--- config.mk ---
export PLATFORM = sky130hd
export DESIGN_NAME = branch_likely_exception_ctl
export DESIGN_NICKNAME = d
export VERILOG_FILES = /design/src/core/blx_pkg.sv /design/src/core/xlate_if.sv /design/src/core/branch_decode.sv /design/src/core/fetch_translation_buffer.sv /design/src/core/branch_likely_exception_ctl.sv
export SDC_FILE = /design/constraint.sdc
export NUM_CORES = 1
export LEC_CHECK = 0
export ABC_AREA = 1
export BUFFER_PORTS_ARGS = -buffer_cell sky130_fd_sc_hd__clkbuf_2
export CORE_AREA = 10 10 177 179
export CTS_CLUSTER_SIZE = 40
export DETAILED_ROUTE_END_ITERATION = 8
export DIE_AREA = 0 0 187 189
export MAX_ROUTING_LAYER = met4
export PLACE_DENSITY_LB_ADDON = 0.08
export SLEW_MARGIN = 20
export SYNTH_ARGS = -nofsm -noshare
export SYNTH_HDL_FRONTEND = slang
export SYNTH_SLANG_ARGS = --single-unit
--- constraint.sdc ---
create_clock -name clk_sys -period 6.3 [get_ports clk_sys]
set_clock_uncertainty 0.15 [all_clocks]
set_input_delay 0.315 -clock clk_sys [delete_from_list [all_inputs] [get_ports clk_sys]]
set_output_delay 0.315 -clock clk_sys [all_outputs]
set_load 0.05 [all_outputs]
--- src/core/blx_pkg.sv ---
// Purpose: shared constants, types and decode helpers for the branch-likely exception control block
// Assumes: 32-bit instruction words, 4 KiB pages, byte-addressed register port
// Notes:   opcode fields follow the usual 32-bit RISC encoding
package blx_pkg;
	localparam logic [7:0]  REG_RET_PC   = 8'h00;
	localparam logic [7:0]  REG_CAUSE    = 8'h04;
	localparam logic [7:0]  REG_DPC      = 8'h08;
	localparam logic [7:0]  REG_DEBUG    = 8'h0C;
	localparam logic [7:0]  REG_EVT      = 8'h10;
	localparam logic [7:0]  REG_MASK     = 8'h14;
	localparam logic [7:0]  REG_CTRL     = 8'h18;
	localparam logic [7:0]  REG_ID       = 8'h1C;
	localparam int          FLAG_BIT     = 31;
	localparam int          CODE_LO      = 2;
	localparam int          CODE_W       = 5;
	localparam logic [4:0]  EXC_INT      = 5'h00;
	localparam logic [4:0]  EXC_BUS      = 5'h06;
	localparam logic [4:0]  EXC_NMI      = 5'h10;
	localparam int          EVT_INT      = 0;
	localparam int          EVT_DBG      = 1;
	localparam int          EVT_NMI      = 2;
	localparam int          EVT_BUS      = 3;
	localparam int          EVT_W        = 4;
	localparam int          CTRL_XLATE   = 0;
	localparam int          PAGE_W       = 12;
	localparam int          VPN_W        = 20;
	localparam logic [31:0] PC_STEP      = 32'h0000_0004;
	localparam logic [31:0] WORD_RST     = 32'h0000_0000;
	localparam logic [5:0]  OP_SPECIAL   = 6'h00;
	localparam logic [5:0]  OP_REGIMM    = 6'h01;
	localparam logic [4:0]  OP_JUMP_HI   = 5'h01;
	localparam logic [3:0]  OP_BRANCH_HI = 4'h1;
	localparam logic [3:0]  OP_LIKELY_HI = 4'h5;
	localparam logic [3:0]  OP_COPZ_HI   = 4'h4;
	localparam logic [4:0]  RS_BC        = 5'h08;
	localparam logic [2:0]  RT_PLAIN     = 3'h0;
	localparam logic [2:0]  RT_LIKELY    = 3'h1;
	localparam logic [3:0]  RT_BC_PLAIN  = 4'h0;
	localparam logic [3:0]  RT_BC_LIKELY = 4'h1;
	localparam logic [4:0]  FN_JR_HI     = 5'h04;

	typedef enum {X_IDLE, X_WALK} xlate_state_type;

	function automatic logic is_likely(input logic [31:0] w);
		is_likely = (w[31:28] == OP_LIKELY_HI) ||
			((w[31:26] == OP_REGIMM) && (w[19:17] == RT_LIKELY)) ||
			((w[31:28] == OP_COPZ_HI) && (w[25:21] == RS_BC) && (w[20:17] == RT_BC_LIKELY));
	endfunction

	function automatic logic is_plain_branch(input logic [31:0] w);
		is_plain_branch = (w[31:28] == OP_BRANCH_HI) || (w[31:27] == OP_JUMP_HI) ||
			((w[31:26] == OP_REGIMM) && (w[19:17] == RT_PLAIN)) ||
			((w[31:26] == OP_SPECIAL) && (w[5:1] == FN_JR_HI)) ||
			((w[31:28] == OP_COPZ_HI) && (w[25:21] == RS_BC) && (w[20:17] == RT_BC_PLAIN));
	endfunction
endpackage

--- src/core/xlate_if.sv ---
// Purpose: fetch address translation request and answer between core logic and buffer
// Assumes: requester holds req until done
// Notes:   done is a one-cycle pulse
`timescale 1ns/1ps
`default_nettype none
interface xlate_if;
	logic        req;
	logic [31:0] vaddr;
	logic        on;
	logic        done;
	logic [31:0] paddr;
	modport core (output req, output vaddr, output on, input done, input paddr);
	modport tlb  (input req, input vaddr, input on, output done, output paddr);
endinterface
`default_nettype wire

--- src/core/branch_decode.sv ---
// Purpose: classify an issued word as delay-slot branch and as branch-likely
// Assumes: word stable while issue_valid is high
// Notes:   purely combinational; the clock only serves the checks
`timescale 1ns/1ps
`default_nettype none
module branch_decode
	import blx_pkg::*;
(
	input  wire logic        clk_sys,
	input  wire logic        reset,
	input  wire logic [31:0] instr,
	output logic             likely,
	output logic             has_slot
);
	assign likely   = is_likely(instr);
	assign has_slot = likely || is_plain_branch(instr);
endmodule // branch_decode
`default_nettype wire

--- src/core/fetch_translation_buffer.sv ---
// Purpose: small fetch translation buffer refilled by hardware from the main table
// Assumes: main table answers walk_req with a one-cycle walk_ack and walk_pfn
// Notes:   round-robin victim; no flush port, software must not remap live pages
`timescale 1ns/1ps
`default_nettype none
module fetch_translation_buffer
	import blx_pkg::*;
#(
	parameter int ENTRIES = 2
) (
	input  wire logic             clk_sys,
	input  wire logic             reset,
	xlate_if.tlb                  xif,
	output logic                  walk_req,
	output logic [VPN_W-1:0]      walk_vpn,
	input  wire logic             walk_ack,
	input  wire logic [VPN_W-1:0] walk_pfn
);
	localparam int IDX_W = (ENTRIES > 1) ? $clog2(ENTRIES) : 1;

	xlate_state_type  st_q;
	logic [VPN_W-1:0] vpn_q [ENTRIES];
	logic [VPN_W-1:0] pfn_q [ENTRIES];
	logic [ENTRIES-1:0] valid_q;
	logic [IDX_W-1:0] victim_q;
	logic             walk_q;
	logic [VPN_W-1:0] wvpn_q;
	logic             done_q;
	logic [31:0]      paddr_q;
	logic             hit;
	logic [VPN_W-1:0] hit_pfn;
	logic [VPN_W-1:0] vpn;

	assign vpn      = xif.vaddr[31:PAGE_W];
	assign walk_req = walk_q;
	assign walk_vpn = wvpn_q;
	assign xif.done = done_q;
	assign xif.paddr = paddr_q;

	always_comb begin
		hit     = 1'b0;
		hit_pfn = '0;
		for (int i = 0; i < ENTRIES; i++) begin
			if (valid_q[i] && (vpn_q[i] == vpn)) begin
				hit     = 1'b1;
				hit_pfn = pfn_q[i];
			end
		end
	end

	always_ff @(posedge clk_sys) begin
		if (reset) begin
			st_q     <= X_IDLE;
			valid_q  <= '0;
			victim_q <= '0;
			walk_q   <= 1'b0;
			wvpn_q   <= '0;
			done_q   <= 1'b0;
			paddr_q  <= WORD_RST;
		end else begin
			done_q <= 1'b0;
			case (st_q)
				X_IDLE: begin
					if (xif.req && !done_q) begin
						if (!xif.on || hit) begin
							done_q  <= 1'b1;
							paddr_q <= xif.on ? {hit_pfn, xif.vaddr[PAGE_W-1:0]} : xif.vaddr;
						end else begin
							walk_q <= 1'b1;
							wvpn_q <= vpn;
							st_q   <= X_WALK;
						end
					end
				end
				X_WALK: begin
					if (walk_ack) begin
						walk_q           <= 1'b0;
						vpn_q[victim_q]  <= wvpn_q;
						pfn_q[victim_q]  <= walk_pfn;
						valid_q[victim_q] <= 1'b1;
						victim_q <= (victim_q == IDX_W'(ENTRIES - 1)) ? '0 : victim_q + 1'b1;
						st_q     <= X_IDLE;
					end
				end
				default: st_q <= X_IDLE;
			endcase
		end
	end
endmodule // fetch_translation_buffer
`default_nettype wire

--- src/core/branch_likely_exception_ctl.sv ---
// Purpose: exception entry and delay-slot recording for branch-likely instructions
// Assumes: issue stream, interrupt requests and main table on clk_sys; delay slot issues right after its branch
// Notes:   exc_take and the saved registers update one cycle after the taken request
`timescale 1ns/1ps
`default_nettype none
module branch_likely_exception_ctl
	import blx_pkg::*;
#(
	parameter logic [31:0] ID_VALUE = 32'h0000_0A5A, // arbitrary identity value
	parameter int          XLATE_ENTRIES = 2
) (
	input  wire logic             clk_sys,
	input  wire logic             reset,
	input  wire logic             issue_valid,
	input  wire logic [31:0]      issue_pc,
	input  wire logic [31:0]      issue_instr,
	input  wire logic             issue_cond_true,
	input  wire logic             irq_req,
	input  wire logic             debug_interrupt_exc,
	input  wire logic             nmi_req,
	input  wire logic             bus_fault_exc,
	input  wire logic             fetch_req,
	input  wire logic [31:0]      fetch_vaddr,
	output logic                  fetch_done,
	output logic [31:0]           fetch_paddr,
	output logic                  walk_req,
	output logic [VPN_W-1:0]      walk_vpn,
	input  wire logic             walk_ack,
	input  wire logic [VPN_W-1:0] walk_pfn,
	input  wire logic [7:0]       reg_addr,
	input  wire logic [31:0]      reg_wdata,
	input  wire logic             reg_wr,
	input  wire logic             reg_rd,
	output logic [31:0]           reg_rdata,
	output logic                  slot_cancel,
	output logic                  exc_take,
	output logic                  exc_debug,
	output logic                  core_halt,
	output logic                  irq_out
);
	logic              dec_likely;
	logic              dec_has_slot;
	logic              slot_next_q;
	logic              cancel_q;
	logic [31:0]       last_pc_q;
	logic [31:0]       exception_return_pc_q;
	logic              delay_slot_flag_q;
	logic [CODE_W-1:0] cause_code_q;
	logic [31:0]       debug_return_pc_q;
	logic              debug_delay_slot_flag_q;
	logic [EVT_W-1:0]  evt_q;
	logic [EVT_W-1:0]  evt_d;
	logic [EVT_W-1:0]  evt_set;
	logic [EVT_W-1:0]  evt_clr;
	logic [EVT_W-1:0]  mask_q;
	logic [31:0]       ctrl_q;
	logic [31:0]       rdata_q;
	logic              take_q;
	logic              debug_q;
	logic              halt_q;
	logic              irq_q;
	logic              take_bus;
	logic              take_nmi;
	logic              take_dbg;
	logic              take_irq;
	logic              any_take;
	logic              in_slot;
	logic [31:0]       ret_pc;

	xlate_if xif ();

	branch_decode u_decode (
		.clk_sys  (clk_sys),
		.reset    (reset),
		.instr    (issue_instr),
		.likely   (dec_likely),
		.has_slot (dec_has_slot)
	);

	fetch_translation_buffer #(
		.ENTRIES (XLATE_ENTRIES)
	) u_fetch_translation_buffer (
		.clk_sys  (clk_sys),
		.reset    (reset),
		.xif      (xif.tlb),
		.walk_req (walk_req),
		.walk_vpn (walk_vpn),
		.walk_ack (walk_ack),
		.walk_pfn (walk_pfn)
	);

	assign xif.req     = fetch_req;
	assign xif.vaddr   = fetch_vaddr;
	assign xif.on      = ctrl_q[CTRL_XLATE];
	assign fetch_done  = xif.done;
	assign fetch_paddr = xif.paddr;

	assign slot_cancel = cancel_q;
	assign exc_take    = take_q;
	assign exc_debug   = debug_q;
	assign core_halt   = halt_q;
	assign irq_out     = irq_q;
	assign reg_rdata   = rdata_q;

	// fatal fault first, then the imprecise one, then precise debug and normal interrupts
	always_comb begin
		take_bus = bus_fault_exc && !halt_q;
		take_nmi = nmi_req && !halt_q && !take_bus;
		take_dbg = debug_interrupt_exc && issue_valid && !halt_q && !take_bus && !take_nmi;
		take_irq = irq_req && issue_valid && !halt_q && !take_bus && !take_nmi && !take_dbg;
		any_take = take_bus || take_nmi || take_dbg || take_irq;
		in_slot  = issue_valid && slot_next_q;
		ret_pc   = in_slot ? issue_pc - PC_STEP : issue_pc;
	end

	// slot tracking ignores fetch and refill activity entirely, so a refill
	// that stalls the fetch after the slot cannot disturb what is recorded
	// page-end pair safe
	always_ff @(posedge clk_sys) begin
		if (reset) begin
			slot_next_q <= 1'b0;
			cancel_q    <= 1'b0;
		end else if (any_take || halt_q) begin
			slot_next_q <= 1'b0;
			cancel_q    <= 1'b0;
		end else if (issue_valid) begin
			if (!slot_next_q && dec_has_slot) begin
				slot_next_q <= 1'b1;
				cancel_q    <= dec_likely && !issue_cond_true;
			end else begin
				slot_next_q <= 1'b0;
				cancel_q    <= 1'b0;
			end
		end
	end

	always_ff @(posedge clk_sys) begin
		if (reset) begin
			last_pc_q <= WORD_RST;
		end else if (issue_valid && !halt_q) begin
			last_pc_q <= issue_pc;
		end
	end

	always_ff @(posedge clk_sys) begin
		if (reset) begin
			exception_return_pc_q <= WORD_RST;
			delay_slot_flag_q     <= 1'b0;
			cause_code_q          <= EXC_INT;
		end else if (take_irq) begin
			exception_return_pc_q <= ret_pc;
			delay_slot_flag_q     <= in_slot;
			cause_code_q          <= EXC_INT;
		end else if (take_nmi) begin
			exception_return_pc_q <= last_pc_q;
			delay_slot_flag_q     <= 1'b0;
			cause_code_q          <= EXC_NMI;
		end else if (take_bus) begin
			exception_return_pc_q <= issue_valid ? issue_pc : last_pc_q;
			delay_slot_flag_q     <= 1'b0;
			cause_code_q          <= EXC_BUS;
		end else if (reg_wr && reg_addr == REG_RET_PC) begin
			exception_return_pc_q <= reg_wdata;
		end
	end

	always_ff @(posedge clk_sys) begin
		if (reset) begin
			debug_return_pc_q       <= WORD_RST;
			debug_delay_slot_flag_q <= 1'b0;
		end else if (take_dbg) begin
			debug_return_pc_q       <= ret_pc;
			debug_delay_slot_flag_q <= in_slot;
		end else if (reg_wr && reg_addr == REG_DPC) begin
			debug_return_pc_q <= reg_wdata;
		end
	end

	always_ff @(posedge clk_sys) begin
		if (reset) begin
			halt_q  <= 1'b0;
			take_q  <= 1'b0;
			debug_q <= 1'b0;
		end else begin
			halt_q  <= halt_q || take_bus;
			take_q  <= any_take;
			debug_q <= take_dbg;
		end
	end

	// set wins over a write-one clear in the same cycle
	always_comb begin
		evt_set = '0;
		evt_set[EVT_INT] = take_irq;
		evt_set[EVT_DBG] = take_dbg;
		evt_set[EVT_NMI] = take_nmi;
		evt_set[EVT_BUS] = take_bus;
		evt_clr = (reg_wr && reg_addr == REG_EVT) ? reg_wdata[EVT_W-1:0] : '0;
		evt_d   = (evt_q & ~evt_clr) | evt_set;
	end

	always_ff @(posedge clk_sys) begin
		if (reset) begin
			evt_q <= '0;
			irq_q <= 1'b0;
		end else begin
			evt_q <= evt_d;
			irq_q <= |(evt_d & mask_q);
		end
	end

	always_ff @(posedge clk_sys) begin
		if (reset) begin
			mask_q <= '0;
			ctrl_q <= WORD_RST;
		end else if (reg_wr) begin
			if (reg_addr == REG_MASK) begin
				mask_q <= reg_wdata[EVT_W-1:0];
			end
			if (reg_addr == REG_CTRL) begin
				ctrl_q <= {31'h0000_0000, reg_wdata[CTRL_XLATE]};
			end
		end
	end

	always_ff @(posedge clk_sys) begin
		if (reset) begin
			rdata_q <= WORD_RST;
		end else if (reg_rd) begin
			case (reg_addr)
				REG_RET_PC: rdata_q <= exception_return_pc_q;
				REG_CAUSE: rdata_q <= {delay_slot_flag_q, 24'h00_0000, cause_code_q, 2'h0};
				REG_DPC:   rdata_q <= debug_return_pc_q;
				REG_DEBUG: rdata_q <= {debug_delay_slot_flag_q, 31'h0000_0000};
				REG_EVT:   rdata_q <= {28'h000_0000, evt_q};
				REG_MASK:  rdata_q <= {28'h000_0000, mask_q};
				REG_CTRL:  rdata_q <= ctrl_q;
				REG_ID:    rdata_q <= ID_VALUE;
				default:   rdata_q <= WORD_RST;
			endcase
		end else begin
			rdata_q <= WORD_RST;
		end
	end
endmodule // branch_likely_exception_ctl
`default_nettype wire

==> results of run 1 <==
-- state kept, by name, indices dropped and copies added (netlist names), 2 cells and up --
name and cells:
exception_return_pc_q 32, cause_code_q 2, reg_rdata 32, u_fetch_translation_buffer.vpn_q 40
debug_return_pc_q 32, evt_q 4, u_fetch_translation_buffer.walk_vpn 20, u_fetch_translation_buffer.valid_q 2
u_fetch_translation_buffer.xif.paddr 32, mask_q 4, u_fetch_translation_buffer.pfn_q 40, last_pc_q 32
-- cells in the mapped netlist, drive strengths merged (13+ instances only) --
cell    instances  area share [%]
nand2         456              13
nor2          231             6.7
inv           222             6.2
dfxtp         204              30
o21ai         151             5.6
a21oi         139             5.2
nand3         100             3.8
edfxtp         80              18
clkbuf         58             1.6
nand4          28             1.3
buf            27             1.1
xor2           25             1.6
nor3           23             1.0
a31oi          13            0.60
-- worst max-delay path, stage by stage, from the launching register on --
cell and delay [ns]:
dfxtp_1 0.39, inv_2 0.08, nand2_1 0.81, nand2_2 0.21, nor2_2 0.23, inv_2 0.07
a21oi_4 0.62, inv_2 0.53, o21ai_0 0.32, o21bai_1 0.14, inv_1 0.05
-- cell type report --
cell class	instances	area [µm²]	share of cell area, %
clock buffers	50	955	5.55
flip-flops and latches	284	6490	37.7
well taps	378	473	2.75
inverters	224	845	4.91
clock inverters	7	118	0.684
diodes	1	2.50	0.0145
multi-input cells	1231	5820	33.8
repair buffers	376	2500	14.6
-- power by group --
part / switching, mW / internal (mW) / total (mW)
logic: 0.356 / 0.193 / 0.548
registers: 0.0343 / 1.94 / 1.97
clock network: 0.734 / 1.15 / 1.89
-- path summary, 6_finish.rpt --
check / startpoint / endpoint / slack [ns]
max: core_halt / exception_return_pc_q[2] / 2.55
min: reg_wdata[20] / debug_return_pc_q[20] / 0.02
max reg2reg: core_halt / exception_return_pc_q[2] / 2.55
min reg2reg: debug_return_pc_q[28] / reg_rdata[28] / 0.31
-- cell families after synthesis --
logic type / Yosys count / synth area share [%]
buffers and inverters: 309 / 8.96
and+or+nand+nor: 843 / 26.0
DFF: 284 / 48.1
xor gates and xnor gates: 30 / 1.95
adders and majority gates: 1 / 0.0928
AOI/OAI and AO/OA: 357 / 14.9
-- metal layers --
metal / vias to the layer above / wire length [µm] / global-route usage (%) / part of all wire, %
met5: - / 0 / - / 0
met4: 0 / 1790 / 9.65 / 3.8
met3: 115 / 3550 / 3.38 / 7.6
met2: 653 / 21900 / 42.8 / 47
met1: 6238 / 19400 / 32.9 / 42
li1: 6589 / - / - / -
==> summary.md, run 1 <==
| Metric | Value |
|---|---|
| Outcome | complete, no violations |
| Design area | around 17,000 µm² |
| Seq/Total Area, Yosys | 48.1% |
| First-pass GRT wire length | ~73 mm |
| Most common cell after layout, fill and taps aside | nand2_1 |
| CTS Sinks | around 280 |
| Post-CTS setup buffers | 0 |
| Tcrit/Tclk final | between 50% and 60% |
| Hold_buf cts | approximately 120 |
| WHS Path Cells | 5 |
| Chip height | 189 µm |
| EDFF count, synth | 80 |
| Hold Crit Class | in -> reg |
| Peak supply drop | between 150 and 200 µV |
| Fin Setup TNS | 0 ns |
| Final nets | between 2,000 and 2,500 |
| Vias in the first global route | ~13,000 |
| Non-Filler Instances | 2,551 |
| Pleak | about 7.8 nW |
| Crit-path max FO | 42 |
| WHS | between 0.015 and 0.02 ns |
| Crit path launch type | register |
| Most frequent cells in the layout | nand2_1, clkbuf_2, nor2_1 |
| Fin util | roughly 62% |
| RD Place Congestion | between 0.9 and 1 |
| # resized after CTS | 0 |
| Drt pass-1 iters | 7 |
| Post-route setup slack | 2.55 ns |
| Iteration-0 DRC count of the detailed router | between 1,000 and 1,500 |
| Final Max Slew Viols | 0 |
| Mapped Cells | ~1,800 |
| Tmin final | 3.75 ns |
| Number of vias per cell | approximately 5.3 |
| Core ar. | approximately 28,000 µm² |
| Net count after synthesis | 1,993 |
| # H-tree levels | 1 |
| Num CTS Buffers | 31 |
| Relative slew slack | ~25% |
| Die area | 35,300 µm² |
| GRT Util Overall | 26.2% |
| Worst reg2reg path depth | 10 |
| Syn Std Cell Area | 13,500 µm² |
| Fmax | about 270 MHz |
| Post-DP HPWL | between 30 and 40 mm |
| CTS tree | built |
| Cell variety after synth | between 40 and 50 |
| Ys async rst share | 0% |
| Site Rows | between 60 and 70 |
| Routed WL | ~47 mm |
| Port bufs | around 250 |
| I/O pin count | approximately 260 |
| Die Wd | between 150 and 200 µm |
| Setup Slack @ Placement | about 2.5 ns |
| Ratio of total power to cell area | 256 nW/µm² |
| Final setup viols | 0 |
| FF+latch count, synth | about 280 |
| CP Capture Type | register |
| Area growth syn-to-layout | 27.7% |
| Drt wl/cell | 18.3 µm |
| Pin count of the biggest net entering global routing | between 100 and 150 |
| Global route overflow | 0 |
| Initial cell density of the core | 48.8% |
| Fillers | ~2,600 |
| CP required | ~6.6 ns |
| Root buf cell | clkbuf_16 |
| Actual slew at the worst max-slew pin | about 1.1 ns |
| Power consumption | roughly 4.4 mW |
| Main synth FF type | dfxtp_1 |
| Final hold viol count | 0 |
| Max-Cap Viols | 0 |
| Antenna Nets Post-Route | 0 |
| Worst Setup Path Type | reg -> reg |
| Initial antenna violation count | 0 |
| Syn. warnings | 0 |
| DRC viols | 0 |
| Placement Cell Area | about 15,000 µm² |
| Via count | around 14,000 |
| Share of layout cells above drive strength 1 | 16.3% |
| Clk_lat worst skew | between 0.5 and 0.6 ns |
| Clk buf depth | 3 |
| Clk slew on worst S/H paths | about 0.060 ns |
| RSZ-0062 raised after global routing | false |
| Arr. time, crit path | roughly 4 ns |
| Placed Cells incl. Taps | 2,374 |
| Average size of a mapped cell | 7.39 µm² |
(Power assumes the default switching activity.)
==> run 2: changes to the inputs <==
==> constraint.sdc (replaced) <==
create_clock -name clk_sys -period 3.07 [get_ports clk_sys]
set_clock_uncertainty 0.15 [all_clocks]
set_input_delay 0.1535 -clock clk_sys [delete_from_list [all_inputs] [get_ports clk_sys]]
set_output_delay 0.1535 -clock clk_sys [all_outputs]
set_load 0.05 [all_outputs]
==> run 2 against run 1 <==
Effect of this change:
- critical endpoint is now debug_return_pc_q[25]
- die area did not move
- hold slack improved by 0.042 ns
- combinational power is 120% higher
- count of clock-buffer cells in the layout decreased by 10
- sequential cell count unchanged
- wire length is 0.60% higher
- global-route usage up 0.21 points
- total power is 100% higher
==> summary.md, run 2 (same netlist as run 1, synthesis figures left out) <==
| Metric | Value |
|---|---|
| Power consumption | 8.90 mW (+100%) |
| Top Registers | u_fetch_translation_buffer.pfn_q x40, u_fetch_translation_buffer.vpn_q x40 |
| Drt wl/cell | 18.0 µm (-1.4%) |
| Final hold viol count | 0 (unchanged) |
| Initial antenna violation count | 2 (+2) |
| Clk buf depth | 3 (unchanged) |
| Die Wd | 187 µm (unchanged) |
| Core ar. | 27,600 µm² (unchanged) |
| Port bufs | 246 (unchanged) |
| Routed WL | 46.9 mm (+0.60%) |
| Switching share of power | 26.4% (+0.91 points) |
| Tmin final | 2.79 ns (-0.955 ns) |
| Combinational power share | 13.2% (+0.8 points) |
| Worst Setup Path Type | reg -> reg |
| Site Rows | 61 (unchanged) |
| Clk_lat worst skew | 0.56 ns (about the same) |
| Number of vias per cell | 5.26 (-1.2%) |
| Max-Cap Viols | 0 (unchanged) |
| Initial cell density of the core | 48.8% (unchanged) |
| Final setup viols | 0 (unchanged) |
| I/O pin count | 259 (unchanged) |
| CP Capture Type | register |
| Most frequent cells in the layout | nand2_1, clkbuf_2, nor2_1 |
| CTS tree | built |
| Met3 WL | 3.53 mm (-0.53%) |
| Iteration-0 DRC count of the detailed router | 1,298 (+13%) |
| Crit-path max FO | 7 (-83%) |
| WHS Path Cells | 6 (+1) |
| Actual slew at the worst max-slew pin | 0.812 ns (-0.304 ns) |
| Final nets | 2,366 (+2.1%) |
| Fillers | 2,468 (-4.2%) |
| Routed met2 length | 22.3 mm (+1.7%) |
| Net Switching | 2.35 mW (+110%) |
| RD Place Congestion | 0.935 (-0.49%) |
| Peak supply drop | 410 µV (+110%) |
| Num CTS Buffers | 31 (unchanged) |
| Share of layout cells above drive strength 1 | 16.7% (+0.40 points) |
| Via count | 13,694 (+0.73%) |
| Ratio of total power to cell area | 506 nW/µm² (+97%) |
| Most common cell after layout, fill and taps aside | nand2_1 |
| Arr. time, crit path | 3.13 ns (-0.92 ns) |
| Tcrit/Tclk final | 90.9% (+31 points) |
| Fin Setup TNS | 0 ns (unchanged) |
| Crit path launch type | register |
| # H-tree levels | 1 (unchanged) |
| Global route overflow | 0 (unchanged) |
| Wire length on met1 | 20.0 mm (+2.9%) |
| Area growth syn-to-layout | 30.6% |
| Post-DP HPWL | 33.1 mm (+2.4%) |
| Vias in the first global route | 13,400 (+1.0%) |
| Die area | 35,300 µm² (unchanged) |
| Root buf cell | clkbuf_16 |
| Chip height | 189 µm (unchanged) |
| Antenna Nets Post-Route | 0 (unchanged) |
| RSZ-0062 raised after global routing | false |
| Fmax | 358 MHz (+34%) |
| Outcome | complete, no violations |
| Clk slew on worst S/H paths | 0.06 ns (about the same) |
| CTS Sinks | 284 (unchanged) |
| Final Max Slew Viols | 0 (unchanged) |
| Highest Signal Layer | met4 |
| Post-CTS setup buffers | 0 (unchanged) |
| Pleak | 7.98 nW (+2.9%) |
| Hold Crit Class | in -> reg |
| Power Internal | 6.55 mW (+99%) |
| First-pass GRT wire length | 74.2 mm (+1.1%) |
| Pin count of the biggest net entering global routing | 126 (+25%) |
| Flop pwr share | 45.5% (+0.7 points) |
| Clock power share | 41.2% (-1.6 points) |
| GRT Util Overall | 26.5% (+0.21 points) |
| Worst reg2reg path depth | 11 (+1) |
| CP required | 3.41 ns (-3.19 ns) |
| Drt pass-1 iters | 6 (-1) |
| DRC viols | 0 (unchanged) |
| Relative slew slack | 45.8% (+20 points) |
-- run 2: cell types whose count changed in the layout (fill, tap and decap cells not counted), moves of 2 or more --
cell	delta
buf_12	+2
clkbuf_1	-4
clkbuf_8	-5
clkinv_2	+9
buf_4	+14
dlygate4sd3_1	+33
clkbuf_4	-2
clkinv_1	+3
-- run 2: worst max-delay path, stage by stage (launching register included) --
cell	delay (ns)
dfxtp_1	0.40
nand2_2	0.16
inv_2	0.17
nand2_1	0.14
inv_1	0.10
nand2_1	0.11
nor2_1	0.28
nand3_1	0.17
xor2_1	0.26
nand2_1	0.08
a21oi_1	0.14
dlygate4sd3_1	0.57
-- run 2: final timing paths --
path,startpoint,to,slack (ns)
setup / recovery,slot_next_q,debug_return_pc_q[25],0.28
hold / removal,reg_addr[0],reg_rdata[31],0.06
setup reg to reg,slot_next_q,debug_return_pc_q[25],0.28
hold reg to reg,exception_return_pc_q[10],reg_rdata[10],0.31
-- run 2: area by class of cell --
| class | instances | area, µm² | share of cell area [%] |
|---|---|---|---|
| Tap cell | 378 | 473 | 2.69 |
| Sequential cell | 284 | 6490 | 36.8 |
| Antenna cell | 2 | 5.00 | 0.0284 |
| Timing Repair Buffer | 425 | 2980 | 16.9 |
| Clock inverter | 18 | 144 | 0.817 |
| Multi-Input combinational cell | 1231 | 5810 | 33.0 |
| Inverter | 224 | 845 | 4.80 |
| Clock buffer | 40 | 861 | 4.89 |
-- run 2: metal layers --
| metal | vias up | track usage (%) |
|---|---|---|
| met5 | - | - |
| met4 | 0 | 7.01 |
| met3 | 84 | 3.55 |
| met2 | 638 | 43.9 |
| met1 | 6286 | 33.5 |
| li1 | 6686 | - |
-- run 2: repair_timing --
action	CTS	global route
endpoints found under the hold margin	200	0
endpoints found under the setup margin	0	0
hold buffers	152	0
gates resized for setup	0	0
-- run 2: per-stage QoR --
step	hold WS, ns	utilization, %	setup WS, ns	std cells	instance area, µm²
2_1_floorplan	0.102	-	0.00191	1824	13500
3_3_place_gp	0.195	54.6	0.661	2390	15100
3_5_place_dp	0.197	54.6	0.661	2390	15100
4_1_cts	0.0368	63.7	0.323	2600	17600
5_1_grt	0.103	63.7	0.0211	2602	17600
6_report	0.0584	63.7	0.279	2602	17600
-- run 2: power groups by stage --
| stage | registers, mW | logic [mW] | clock network (mW) |
|---|---|---|---|
| final | 4.05 | 1.18 | 3.67 |
| after global routing | 4.06 | 1.29 | 3.87 |
| after CTS | 4.05 | 1.16 | 3.71 |
| after detailed placement | 4.13 | 1.00 | 0 |
| after global placement | 4.13 | 0.999 | 0 |
| after floorplan | 4.24 | 0.505 | 0 |
